[src/hw/lprs_consts.vh]
// Constants for the low-power recalibration scheduler
`ifndef LPRS_CONSTS_VH
`define LPRS_CONSTS_VH

// ****************************************
// Register offsets
// ****************************************
`define LPRS_ADDR_W        9
`define LPRS_OFF_LP_CTRL   9'h06E
`define LPRS_OFF_GAIN      9'h07A
`define LPRS_OFF_REFV      9'h07C
`define LPRS_OFF_TERM_A    9'h07E
`define LPRS_OFF_TRIG_CFG  9'h06B
`define LPRS_OFF_SOFT_TRIG 9'h06C
`define LPRS_OFF_STATUS    9'h0F0

// ****************************************
// Reset values and fields
// ****************************************
`define LPRS_LP_CTRL_RST   8'h88
`define LPRS_SOFT_TRIG_RST 1'h1
`define LPRS_REFV_MASK     8'h0F
`define LPRS_IDLE_MSB      7
`define LPRS_IDLE_LSB      5
`define LPRS_SETTLE_MSB    4
`define LPRS_SETTLE_LSB    3
`define LPRS_RSVD_BIT      2
`define LPRS_PACE_BIT      1
`define LPRS_ON_BIT        0

// ****************************************
// Interval lengths in sample clock periods
// ****************************************
`define LPRS_CNT_W   41
`define LPRS_T_1152  41'h000_0000_0480
`define LPRS_T_4M    41'h000_0040_0080
`define LPRS_T_33M   41'h000_0200_0080
`define LPRS_T_268M  41'h000_1000_0080
`define LPRS_T_2G    41'h000_8000_0080
`define LPRS_T_17G   41'h004_0000_0080
`define LPRS_T_137G  41'h020_0000_0080
`define LPRS_T_1T    41'h100_0000_0080
`define LPRS_CNT_ONE 41'h000_0000_0001
`define LPRS_CNT_ZERO 41'h000_0000_0000

// ****************************************
// Scheduler states
// ****************************************
`define LPRS_ST_OFF    2'h0
`define LPRS_ST_SLEEP  2'h1
`define LPRS_ST_SETTLE 2'h2
`define LPRS_ST_CAL    2'h3

`endif

[src/hw/lprs_top.v]
// Low-power recalibration scheduler with fuse-loaded trim registers
`timescale 1ns/10ps
`include "lprs_consts.vh"

module lprs_top #(
  parameter CNT_W = `LPRS_CNT_W
) (
  input  wire                     clk_i,
  input  wire                     resetn_i,
  input  wire [`LPRS_ADDR_W-1:0]  addr_i,
  input  wire [7:0]               wdata_i,
  input  wire                     wr_i,
  input  wire                     rd_i,
  output reg  [7:0]               rdata_o,
  input  wire                     background_recal_on_i,
  input  wire                     recal_trigger_input_i,
  input  wire [7:0]               fuse_gain_i,
  input  wire [3:0]               fuse_refv_i,
  input  wire [7:0]               fuse_term_a_i,
  input  wire                     cal_done_i,
  output reg                      core_sleep_o,
  output reg                      cal_start_o,
  output wire [7:0]               core_gain_adjust_o,
  output wire [3:0]               reference_voltage_adjust_o,
  output wire [7:0]               input_termination_adjust_a_o
);

  // ****************************************
  // Reset synchroniser
  // ****************************************
  reg rst_meta_r;
  reg rst_sync_r;
  always @(posedge clk_i or negedge resetn_i) begin
    if (!resetn_i) begin
      rst_meta_r <= 1'b0;
      rst_sync_r <= 1'b0;
    end else begin
      rst_meta_r <= 1'b1;
      rst_sync_r <= rst_meta_r;
    end
  end
  wire rstn = rst_sync_r;

  // ****************************************
  // Registers
  // ****************************************
  reg [7:0] lp_ctrl_r;
  reg [7:0] gain_r;
  reg [3:0] refv_r;
  reg [7:0] term_a_r;
  reg       trig_src_r;
  reg       soft_trig_r;
  reg       fuse_load_r;
  reg [1:0] state_r;
  reg [1:0] state_nxt;
  reg [CNT_W-1:0] cnt_r;
  reg [CNT_W-1:0] cnt_nxt;

  wire wr_ctrl   = wr_i && (addr_i == `LPRS_OFF_LP_CTRL);
  wire wr_gain   = wr_i && (addr_i == `LPRS_OFF_GAIN);
  wire wr_refv   = wr_i && (addr_i == `LPRS_OFF_REFV);
  wire wr_term_a = wr_i && (addr_i == `LPRS_OFF_TERM_A);
  wire wr_tcfg   = wr_i && (addr_i == `LPRS_OFF_TRIG_CFG);
  wire wr_soft   = wr_i && (addr_i == `LPRS_OFF_SOFT_TRIG);

  // Control and trigger configuration
  always @(posedge clk_i or negedge rstn) begin
    if (!rstn) begin
      lp_ctrl_r   <= `LPRS_LP_CTRL_RST;
      trig_src_r  <= 1'b0;
      soft_trig_r <= `LPRS_SOFT_TRIG_RST;
    end else begin
      if (wr_ctrl) begin
        lp_ctrl_r <= wdata_i;
      end
      if (wr_tcfg) begin
        trig_src_r <= wdata_i[0];
      end
      if (wr_soft) begin
        soft_trig_r <= wdata_i[0];
      end
    end
  end

  // Trim registers, loaded from fuses on the first cycle after reset release
  always @(posedge clk_i or negedge rstn) begin
    if (!rstn) begin
      fuse_load_r <= 1'b1;
      gain_r      <= 8'h00;
      refv_r      <= 4'h0;
      term_a_r    <= 8'h00;
    end else begin
      fuse_load_r <= 1'b0;
      if (fuse_load_r) begin
        gain_r   <= fuse_gain_i;
        refv_r   <= fuse_refv_i;
        term_a_r <= fuse_term_a_i;
      end else begin
        if (wr_gain) begin
          gain_r <= wdata_i;
        end
        if (wr_refv) begin
          refv_r <= wdata_i[3:0];
        end
        if (wr_term_a) begin
          term_a_r <= wdata_i;
        end
      end
    end
  end

  assign core_gain_adjust_o           = gain_r;
  assign reference_voltage_adjust_o   = refv_r;
  assign input_termination_adjust_a_o = term_a_r;

  // ****************************************
  // Read port
  // ****************************************
  always @(posedge clk_i or negedge rstn) begin
    if (!rstn) begin
      rdata_o <= 8'h00;
    end else if (rd_i) begin
      case (addr_i)
        `LPRS_OFF_LP_CTRL:   rdata_o <= lp_ctrl_r;
        `LPRS_OFF_GAIN:      rdata_o <= gain_r;
        `LPRS_OFF_REFV:      rdata_o <= {4'h0, refv_r} & `LPRS_REFV_MASK;
        `LPRS_OFF_TERM_A:    rdata_o <= term_a_r;
        `LPRS_OFF_TRIG_CFG:  rdata_o <= {7'h00, trig_src_r};
        `LPRS_OFF_SOFT_TRIG: rdata_o <= {7'h00, soft_trig_r};
        `LPRS_OFF_STATUS:    rdata_o <= {6'h00, state_r};
        default:             rdata_o <= 8'h00;
      endcase
    end else begin
      rdata_o <= 8'h00;
    end
  end

  // ****************************************
  // Interval decode
  // ****************************************
  wire [2:0] idle_interval_sel   = lp_ctrl_r[`LPRS_IDLE_MSB:`LPRS_IDLE_LSB];
  wire [1:0] settle_interval_sel = lp_ctrl_r[`LPRS_SETTLE_MSB:`LPRS_SETTLE_LSB];
  wire       pacing_select       = lp_ctrl_r[`LPRS_PACE_BIT];
  wire       lowpower_recal_on   = lp_ctrl_r[`LPRS_ON_BIT];
  wire       active = lowpower_recal_on && background_recal_on_i;
  // Unselected source is ignored
  wire       recal_trig = trig_src_r ? recal_trigger_input_i : soft_trig_r;

  reg [`LPRS_CNT_W-1:0] idle_len;
  reg [`LPRS_CNT_W-1:0] settle_len;
  always @* begin
    case (idle_interval_sel)
      3'h0:    idle_len = `LPRS_T_1152;
      3'h1:    idle_len = `LPRS_T_4M;
      3'h2:    idle_len = `LPRS_T_33M;
      3'h3:    idle_len = `LPRS_T_268M;
      3'h4:    idle_len = `LPRS_T_2G;
      3'h5:    idle_len = `LPRS_T_17G;
      3'h6:    idle_len = `LPRS_T_137G;
      default: idle_len = `LPRS_T_1T;
    endcase
    case (settle_interval_sel)
      2'h0:    settle_len = `LPRS_T_1152;
      2'h1:    settle_len = `LPRS_T_33M;
      default: settle_len = `LPRS_T_268M;
    endcase
  end

  wire [CNT_W-1:0] idle_last   = idle_len[CNT_W-1:0] - `LPRS_CNT_ONE;
  wire [CNT_W-1:0] settle_last = settle_len[CNT_W-1:0] - `LPRS_CNT_ONE;

  // ****************************************
  // Sleep / settle / calibrate sequencer
  // ****************************************
  always @* begin
    state_nxt = state_r;
    cnt_nxt   = cnt_r;
    if (!active) begin
      state_nxt = `LPRS_ST_OFF;
      cnt_nxt   = `LPRS_CNT_ZERO;
    end else begin
      case (state_r)
        `LPRS_ST_OFF: begin
          state_nxt = `LPRS_ST_SLEEP;
          cnt_nxt   = `LPRS_CNT_ZERO;
        end
        `LPRS_ST_SLEEP: begin
          if (pacing_select) begin
            if (!recal_trig) begin
              state_nxt = `LPRS_ST_SETTLE;
              cnt_nxt   = `LPRS_CNT_ZERO;
            end
          end else if (cnt_r >= idle_last) begin
            state_nxt = `LPRS_ST_SETTLE;
            cnt_nxt   = `LPRS_CNT_ZERO;
          end else begin
            cnt_nxt = cnt_r + `LPRS_CNT_ONE;
          end
        end
        `LPRS_ST_SETTLE: begin
          if (cnt_r >= settle_last) begin
            state_nxt = `LPRS_ST_CAL;
            cnt_nxt   = `LPRS_CNT_ZERO;
          end else begin
            cnt_nxt = cnt_r + `LPRS_CNT_ONE;
          end
        end
        `LPRS_ST_CAL: begin
          if (cal_done_i) begin
            state_nxt = `LPRS_ST_SLEEP;
            cnt_nxt   = `LPRS_CNT_ZERO;
          end
        end
        default: begin
          state_nxt = `LPRS_ST_OFF;
          cnt_nxt   = `LPRS_CNT_ZERO;
        end
      endcase
    end
  end

  always @(posedge clk_i or negedge rstn) begin
    if (!rstn) begin
      state_r      <= `LPRS_ST_OFF;
      cnt_r        <= {CNT_W{1'b0}};
      core_sleep_o <= 1'b0;
      cal_start_o  <= 1'b0;
    end else begin
      state_r      <= state_nxt;
      cnt_r        <= cnt_nxt;
      core_sleep_o <= (state_nxt == `LPRS_ST_SLEEP);
      cal_start_o  <= (state_r == `LPRS_ST_SETTLE) && (state_nxt == `LPRS_ST_CAL);
    end
  end

endmodule // lprs_top

[config.mk]
export PLATFORM = sky130hd
export DESIGN_NAME = lprs_top
export DESIGN_NICKNAME = d
export VERILOG_FILES = /design/src/hw/lprs_top.v
export VERILOG_INCLUDE_DIRS = /design/src /design/src/hw
export SDC_FILE = /design/constraint.sdc
export NUM_CORES = 1
export LEC_CHECK = 0
export BUFFER_PORTS_ARGS = -buffer_cell sky130_fd_sc_hd__buf_2
export CAP_MARGIN = 20
export CORE_ASPECT_RATIO = 1.5
export CORE_UTILIZATION = 55
export CTS_BUF_LIST = sky130_fd_sc_hd__clkbuf_8
export CTS_CLUSTER_DIAMETER = 150
export CTS_CLUSTER_SIZE = 16
export DETAILED_ROUTE_END_ITERATION = 8
export GPL_ROUTABILITY_DRIVEN = 0
export PLACE_DENSITY = 0.77
export SLEW_MARGIN = 20
export SYNTH_ARGS = -nofsm -noshare
export SYNTH_HDL_FRONTEND = slang
export SYNTH_SLANG_ARGS = --single-unit
[constraint.sdc]
create_clock -name clk_i -period 7.6 [get_ports clk_i]
set_input_delay 0.38 -clock clk_i [delete_from_list [all_inputs] [get_ports clk_i]]
set_output_delay 0.38 -clock clk_i [all_outputs]
set_load 0.01 [all_outputs]
== Word-level counts from Yosys, hierarchy flattened ==
Index checks and enable logic that the tools add are counted.
Widths: inputs -> output; s select.

* Bits in registers: 86
* Logic and storage cells: 80
* Output and inout port bits: 30
* Input bits: 44

* Reduce and logical (&&, ||, !) cells: 15
* Equal/unequal tests: 21
* $add $sub $neg: 3
* Mux-type cells: 25
* Magnitude comparators: 2

{| class="wikitable"
|+ Operators by type and width
! kind !! number
|-
| $pmux 41 s7 || 1
|-
| $mux 41 || 6
|-
| $pmux 41 s4 || 1
|-
| $ge 41x41->1 || 2
|-
| $sub 41x1->41 const B || 2
|-
| $pmux 29 s2 || 1
|-
| $pmux 8 s7 || 1
|-
| $eq 9x7->1 const B || 6
|-
| $add 41x1->41 const B || 1
|-
| $mux 8 || 5
|-
| $mux 2 || 6
|-
| $eq 3x3->1 const B || 3
|-
| $eq 9x8->1 const B || 1
|-
| $logic_and 1x1->1 || 8
|-
| $mux 4 || 2
|-
| $pmux 2 s4 || 1
|-
| $eq 2x1->1 const B || 3
|-
| $eq 2x2->1 const B || 3
|-
| $eq 3x2->1 const B || 2
|-
| $reduce_bool 2->1 || 3
|-
| $logic_not 2->1 || 2
|-
| $ne 4x4->1 const B || 1
|-
| $eq 3x1->1 const B || 1
|-
| $logic_not 3->1 || 1
|-
| other kinds (3) || 3
|}

== Depth between registers and ports, before layout ==
* Depth after elaboration: 10
* Depth in mapped cells: 12
* Mapped depth without buffers: 10

== Worst setup path before layout ==
OpenSTA, ideal clock, no wires.

* Path type: reg-to-reg
* Start: register lp_ctrl_r[7]
* End: register cnt_r[26]
* Required time: 7.520 ns
* Cell stages (with the launch flop): 12
* Library setup time: 0.080 ns
* Clock period less this slack: 2.830 ns
* Buffers on the path: 2
* Setup slack: 4.770 ns
* Arrival time: 2.750 ns
* Path through: dfstp_2 clkbuf_1 nand3b_1 ha_1 a2111oi_2 o21ai_1 a211o_1 a311o_1 a21oi_4 nor3_4 buf_6 nor3_2

* Word-level cells in the longest chain between the ends: 8
* Elaborated cells on any way between the ends: 14
* Classes of those cells: add/sub (1); order compare (1); eq/ne (6); mux (5); reduce/logical (1)

{| class="wikitable"
|+ RTL lines
! what !! line !! RTL
|-
| start, declared || lprs_top.v:47 || <nowiki>reg [7:0] lp_ctrl_r;</nowiki>
|-
| start signal, assigned || lprs_top.v:69 || <nowiki>lp_ctrl_r <= `LPRS_LP_CTRL_RST;</nowiki>
|-
| start signal, assigned || lprs_top.v:74 || <nowiki>lp_ctrl_r <= wdata_i;</nowiki>
|-
| $eq 3x3->1 (tied with other cells) || lprs_top.v:152 || <nowiki>case (idle_interval_sel)</nowiki>
|-
| $pmux 41 s7 * || lprs_top.v:152 ||
|-
| $sub 41x1->41 (no line) * || n/a ||
|-
| $ge 41x41->1 * || lprs_top.v:193 || <nowiki>end else if (cnt_r >= idle_last) begin</nowiki>
|-
| $mux 41 * || lprs_top.v:193 ||
|-
| $mux 41 * || lprs_top.v:188 || <nowiki>if (pacing_select) begin</nowiki>
|-
| $pmux 41 s4 * || lprs_top.v:182 || <nowiki>case (state_r)</nowiki>
|-
| $mux 41 * || lprs_top.v:178 || <nowiki>if (!active) begin</nowiki>
|-
| end signal, assigned || lprs_top.v:225 || <nowiki>cnt_r <= {CNT_W{1'b0}};</nowiki>
|-
| end signal, assigned || lprs_top.v:230 || <nowiki>cnt_r <= cnt_nxt;</nowiki>
|-
| end, declared || lprs_top.v:56 || <nowiki>reg [CNT_W-1:0] cnt_r;</nowiki>
|}

Every way passes the cells marked *; elsewhere a longest branch is shown, timed or not.
A chain may end at the register's enable or synchronous reset.

== Final worst setup path ==
* Start: register lp_ctrl_r[7]
* End: register cnt_r[12]

The elaborated chain is that of the path after synthesis.

==> results.rst <==
.. list-table::
   :header-rows: 1

   * - Metric
     - Value
   * - Clock Path Buffers
     - 2
   * - Synthesized flop and latch total
     - 86
   * - Area grow syn2layout
     - 13.1%
   * - Average routed wire per standard cell
     - between 15 and 20 um
   * - Maximum number of pins on one net before global-route repair
     - 85
   * - Initial DRC count
     - 217
   * - Arrival time at the worst endpoint
     - between 3 and 4 ns
   * - # diodes
     - 0
   * - Number of levels the H-tree was split into
     - 3
   * - Clock latency on the worst-skew pair
     - 0.37 ns
   * - Chip height
     - roughly 120 um
   * - Average size of a mapped cell
     - between 9 and 10 um2
   * - Post-synthesis cell type with the largest combined area
     - sky130_fd_sc_hd__dfrtp_1
   * - End point of the most critical hold path
     - reference_voltage_adjust_o[3]
   * - Tmin final
     - 3.26 ns
   * - Number of buffers inserted by port buffering
     - 73
   * - Initial cell density of the core
     - 0.567
   * - Standard cell core area
     - 8780 um2
   * - Total half-perimeter wirelength after legalization and detailed placement
     - approximately 8.5 mm
   * - Final antenna-violating net count
     - 0
   * - Category of the critical setup timing path
     - reg -> reg
   * - Unrepaired setup endpoints after global routing
     - no
   * - Share of power burned in the clock network
     - 0.356
   * - R2r startpoint
     - lp_ctrl_r[7]
   * - Required time at the worst-slack endpoint
     - a little under 8 ns
   * - Boundary pin count
     - 74
   * - Critical Path Source
     - lp_ctrl_r[7]
   * - Worst-case vdd ir drop
     - approximately 0.089 mV
   * - Psw
     - ~210 uW
   * - Max cap viols
     - 0
   * - Total Negative Setup Slacks
     - 0 ns
   * - Fmax
     - 307 MHz
   * - Via density
     - 6.04
   * - Worst hold stages
     - 3
   * - Worst reg2reg endpoint
     - cnt_r[12]
   * - Most used cells in the layout excluding fill and tap cells
     - sky130_fd_sc_hd__dfrtp_1, sky130_fd_sc_hd__buf_2, sky130_fd_sc_hd__nor2_1
   * - Number of warnings issued by yosys
     - 0
   * - Core Rows
     - 42
   * - Global-route usage over all layers
     - 0.261
   * - Number of vias in the routed layout
     - 4,288
   * - Final count of pins violating max slew
     - 0
   * - Total iterations of the first detailed-routing run
     - 4
   * - Number of clock sinks seen by CTS
     - 86
   * - Aggregate routed wire length
     - 11.6 mm
   * - Status
     - completed
   * - Fraction of registers with async set or reset after synthesis
     - 1.00
   * - DR DRC count
     - 0
   * - Global-route wire length before repair
     - ~19 mm
   * - Endpoint kind of the worst setup timing path
     - register
   * - Synth area leaders
     - sky130_fd_sc_hd__dfrtp_1, sky130_fd_sc_hd__mux2i_1, sky130_fd_sc_hd__nor2_1, sky130_fd_sc_hd__ha_1, sky130_fd_sc_hd__nand2_1
   * - TritonCTS clock tree
     - built
   * - Gr ovfl total
     - 0
   * - Part of the cycle the worst path needs
     - 0.429
   * - Net count reported at finish
     - roughly 660
   * - Slew Limit Headroom
     - 0.469
   * - Clock skew after layout
     - 0.0151 ns
   * - Full die area
     - 9440 um2
   * - Netlist area before placement
     - 4970 um2
   * - Synth cell types
     - 63
   * - Path class of the lowest-slack min-delay path
     - in -> reg
   * - Number of synthesized flops with an enable pin
     - 0
   * - Predominant post-synthesis flop cell
     - sky130_fd_sc_hd__dfrtp_1
   * - Register-to-Register Setup Slack
     - 4.34 ns
   * - Worst hold path startpoint
     - fuse_refv_i[3]
   * - Internal portion of total power
     - 650 uW
   * - Finish-stage setup viols
     - 0
   * - Share of Yosys cell area claimed by the top area cell type
     - 0.413
   * - Reg clk slew, reported paths
     - approximately 0.09 ns
   * - Total of cells resized after clock tree synthesis
     - 0
   * - Largest fanout of any net on the critical path
     - 31
   * - TritonCTS Buffers
     - 9
   * - Root cell of the clock tree
     - sky130_fd_sc_hd__clkbuf_8
   * - Fraction of power consumed by sequential logic
     - 0.565
   * - Combinational group share of total power
     - 0.079
   * - Sequential-to-total area share from yosys stat
     - 0.434
   * - Logic depth of the worst register-to-register path
     - 10
   * - Fraction of power spent switching nets
     - 0.248
   * - Sort of element at the start of the critical path
     - register
   * - Cells after synthesis
     - 528
   * - Cell Count, Final, Fillers Out
     - 710
   * - Initial antenna violation count
     - 0
   * - Final hold violation count
     - 0
   * - Pwr dens
     - 154 nW/um2
   * - Leak pwr
     - between 0.002 and 0.003 uW
   * - Slew at the pin closest to its max-slew limit
     - 0.796 ns
   * - Syn_nets
     - 589
   * - Most common cell after layout, fill and taps aside
     - sky130_fd_sc_hd__dfrtp_1
   * - Fraction of final layout cells sized beyond drive strength 1
     - 0.210
   * - Number of instances in the placed design
     - 692
   * - Number of global-route vias before repair
     - about 4,200
   * - Die span in x
     - 79.6 um
[stage by stage]
step	worst slack, ns	hold slack, ns	instance area [um2]	power (uW)	utilization
global placement	4.57	0.165	5400	561	0.616
floorplan	4.77	0.0844	4970	528	-
finish	4.34	0.216	5620	864	0.641
CTS	4.39	0.209	5600	868	0.638
global route	4.11	0.219	5620	901	0.641
detailed placement	4.42	0.168	5400	564	0.616
[critical path: stages, from the launching register on]
cell                        delay [ns]
sky130_fd_sc_hd__dfstp_2          0.62
sky130_fd_sc_hd__nand3b_1         0.10
sky130_fd_sc_hd__ha_1             0.32
sky130_fd_sc_hd__a2111oi_2        0.40
sky130_fd_sc_hd__o21ai_1          0.12
sky130_fd_sc_hd__a211o_1          0.34
sky130_fd_sc_hd__a311o_1          0.36
sky130_fd_sc_hd__a21oi_4          0.32
sky130_fd_sc_hd__nor3_4           0.09
sky130_fd_sc_hd__buf_4            0.26
sky130_fd_sc_hd__nor3_1           0.22
[state kept, by name, summed over array words and instances (netlist names)]
register / count
state_r: 2
input_termination_adjust_a_o: 8
cnt_r: 41
reference_voltage_adjust_o: 4
cal_start_o: 1
fuse_load_r: 1
rst_meta_r: 1
lp_ctrl_r: 8
soft_trig_r: 1
core_gain_adjust_o: 8
core_sleep_o: 1
trig_src_r: 1
rdata_o: 8
rst_sync_r: 1
[power by group through the flow]
stage / clock network, uW / logic, uW / registers (uW)
2_1_floorplan: 0 / 29.2 / 499
3_3_place_gp: 0 / 59.5 / 501
3_5_place_dp: 0 / 61.5 / 502
4_1_cts: 313 / 62.1 / 493
5_1_grt: 334 / 76.1 / 491
6_report: 308 / 68.2 / 488
[metal layers]
layer	track usage	wire length, um	vias up
met3	0.0479	560	41
met2	0.456	6000	147
li1	-	-	2042
met4	0.155	481	0
met1	0.287	4590	2058
met5	0	0	-
[final cells by class]
class | instances | area [um2]
Clock inverter | 7 | 58.8
Multi-Input combinational cell | 409 | 2670
Fill cell | 752 | 3150
Tap cell | 110 | 138
Sequential cell | 86 | 2160
Clock buffer | 9 | 124
Inverter | 9 | 33.8
Timing Repair Buffer | 80 | 440
[worst max path at each step]
stage                endpoint  slack [ns]  depth (start not counted)
global route         cnt_r[8]        4.11                         10
finish              cnt_r[12]        4.34                         10
CTS                 cnt_r[12]        4.39                         10
floorplan           cnt_r[26]        4.77                         11
global placement    cnt_r[10]        4.57                         10
detailed placement  cnt_r[12]        4.42                         10
[cells by family after synthesis]
kind of cell,share of synthesized area
and+or+nand+nor,0.252
DFF,0.434
AOI/OAI and AO/OA,0.107
muxes,0.0898
buffers and inverters,0.0297
xor gates and xnor gates,0.0440
adders and majority gates,0.0428
other,0.00151
[synthesized netlist by cell type, drive strengths merged (3+ instances only)]
master,n
xnor2,12
buf,6
a21oi,11
and2,6
dfrtp,82
o211ai,4
nand4,20
and4,3
nand2,52
or3,4
o21ai,35
nor2,71
o31ai,4
inv,9
a221oi,3
mux2i,30
nand3b,6
xor2,13
clkbuf,18
nand3,22
mux2,11
nor3,23
a31oi,3
and3,13
nor4,7
o31a,3
dfstp,4
ha,17
[what timing repair did]
action,4_1_cts,5_1_grt
setup endpoints to repair,0,0
hold buffers,1,0
endpoints found under the hold margin,2,0
setup buffers,0,0
(Power assumes the default switching activity.)
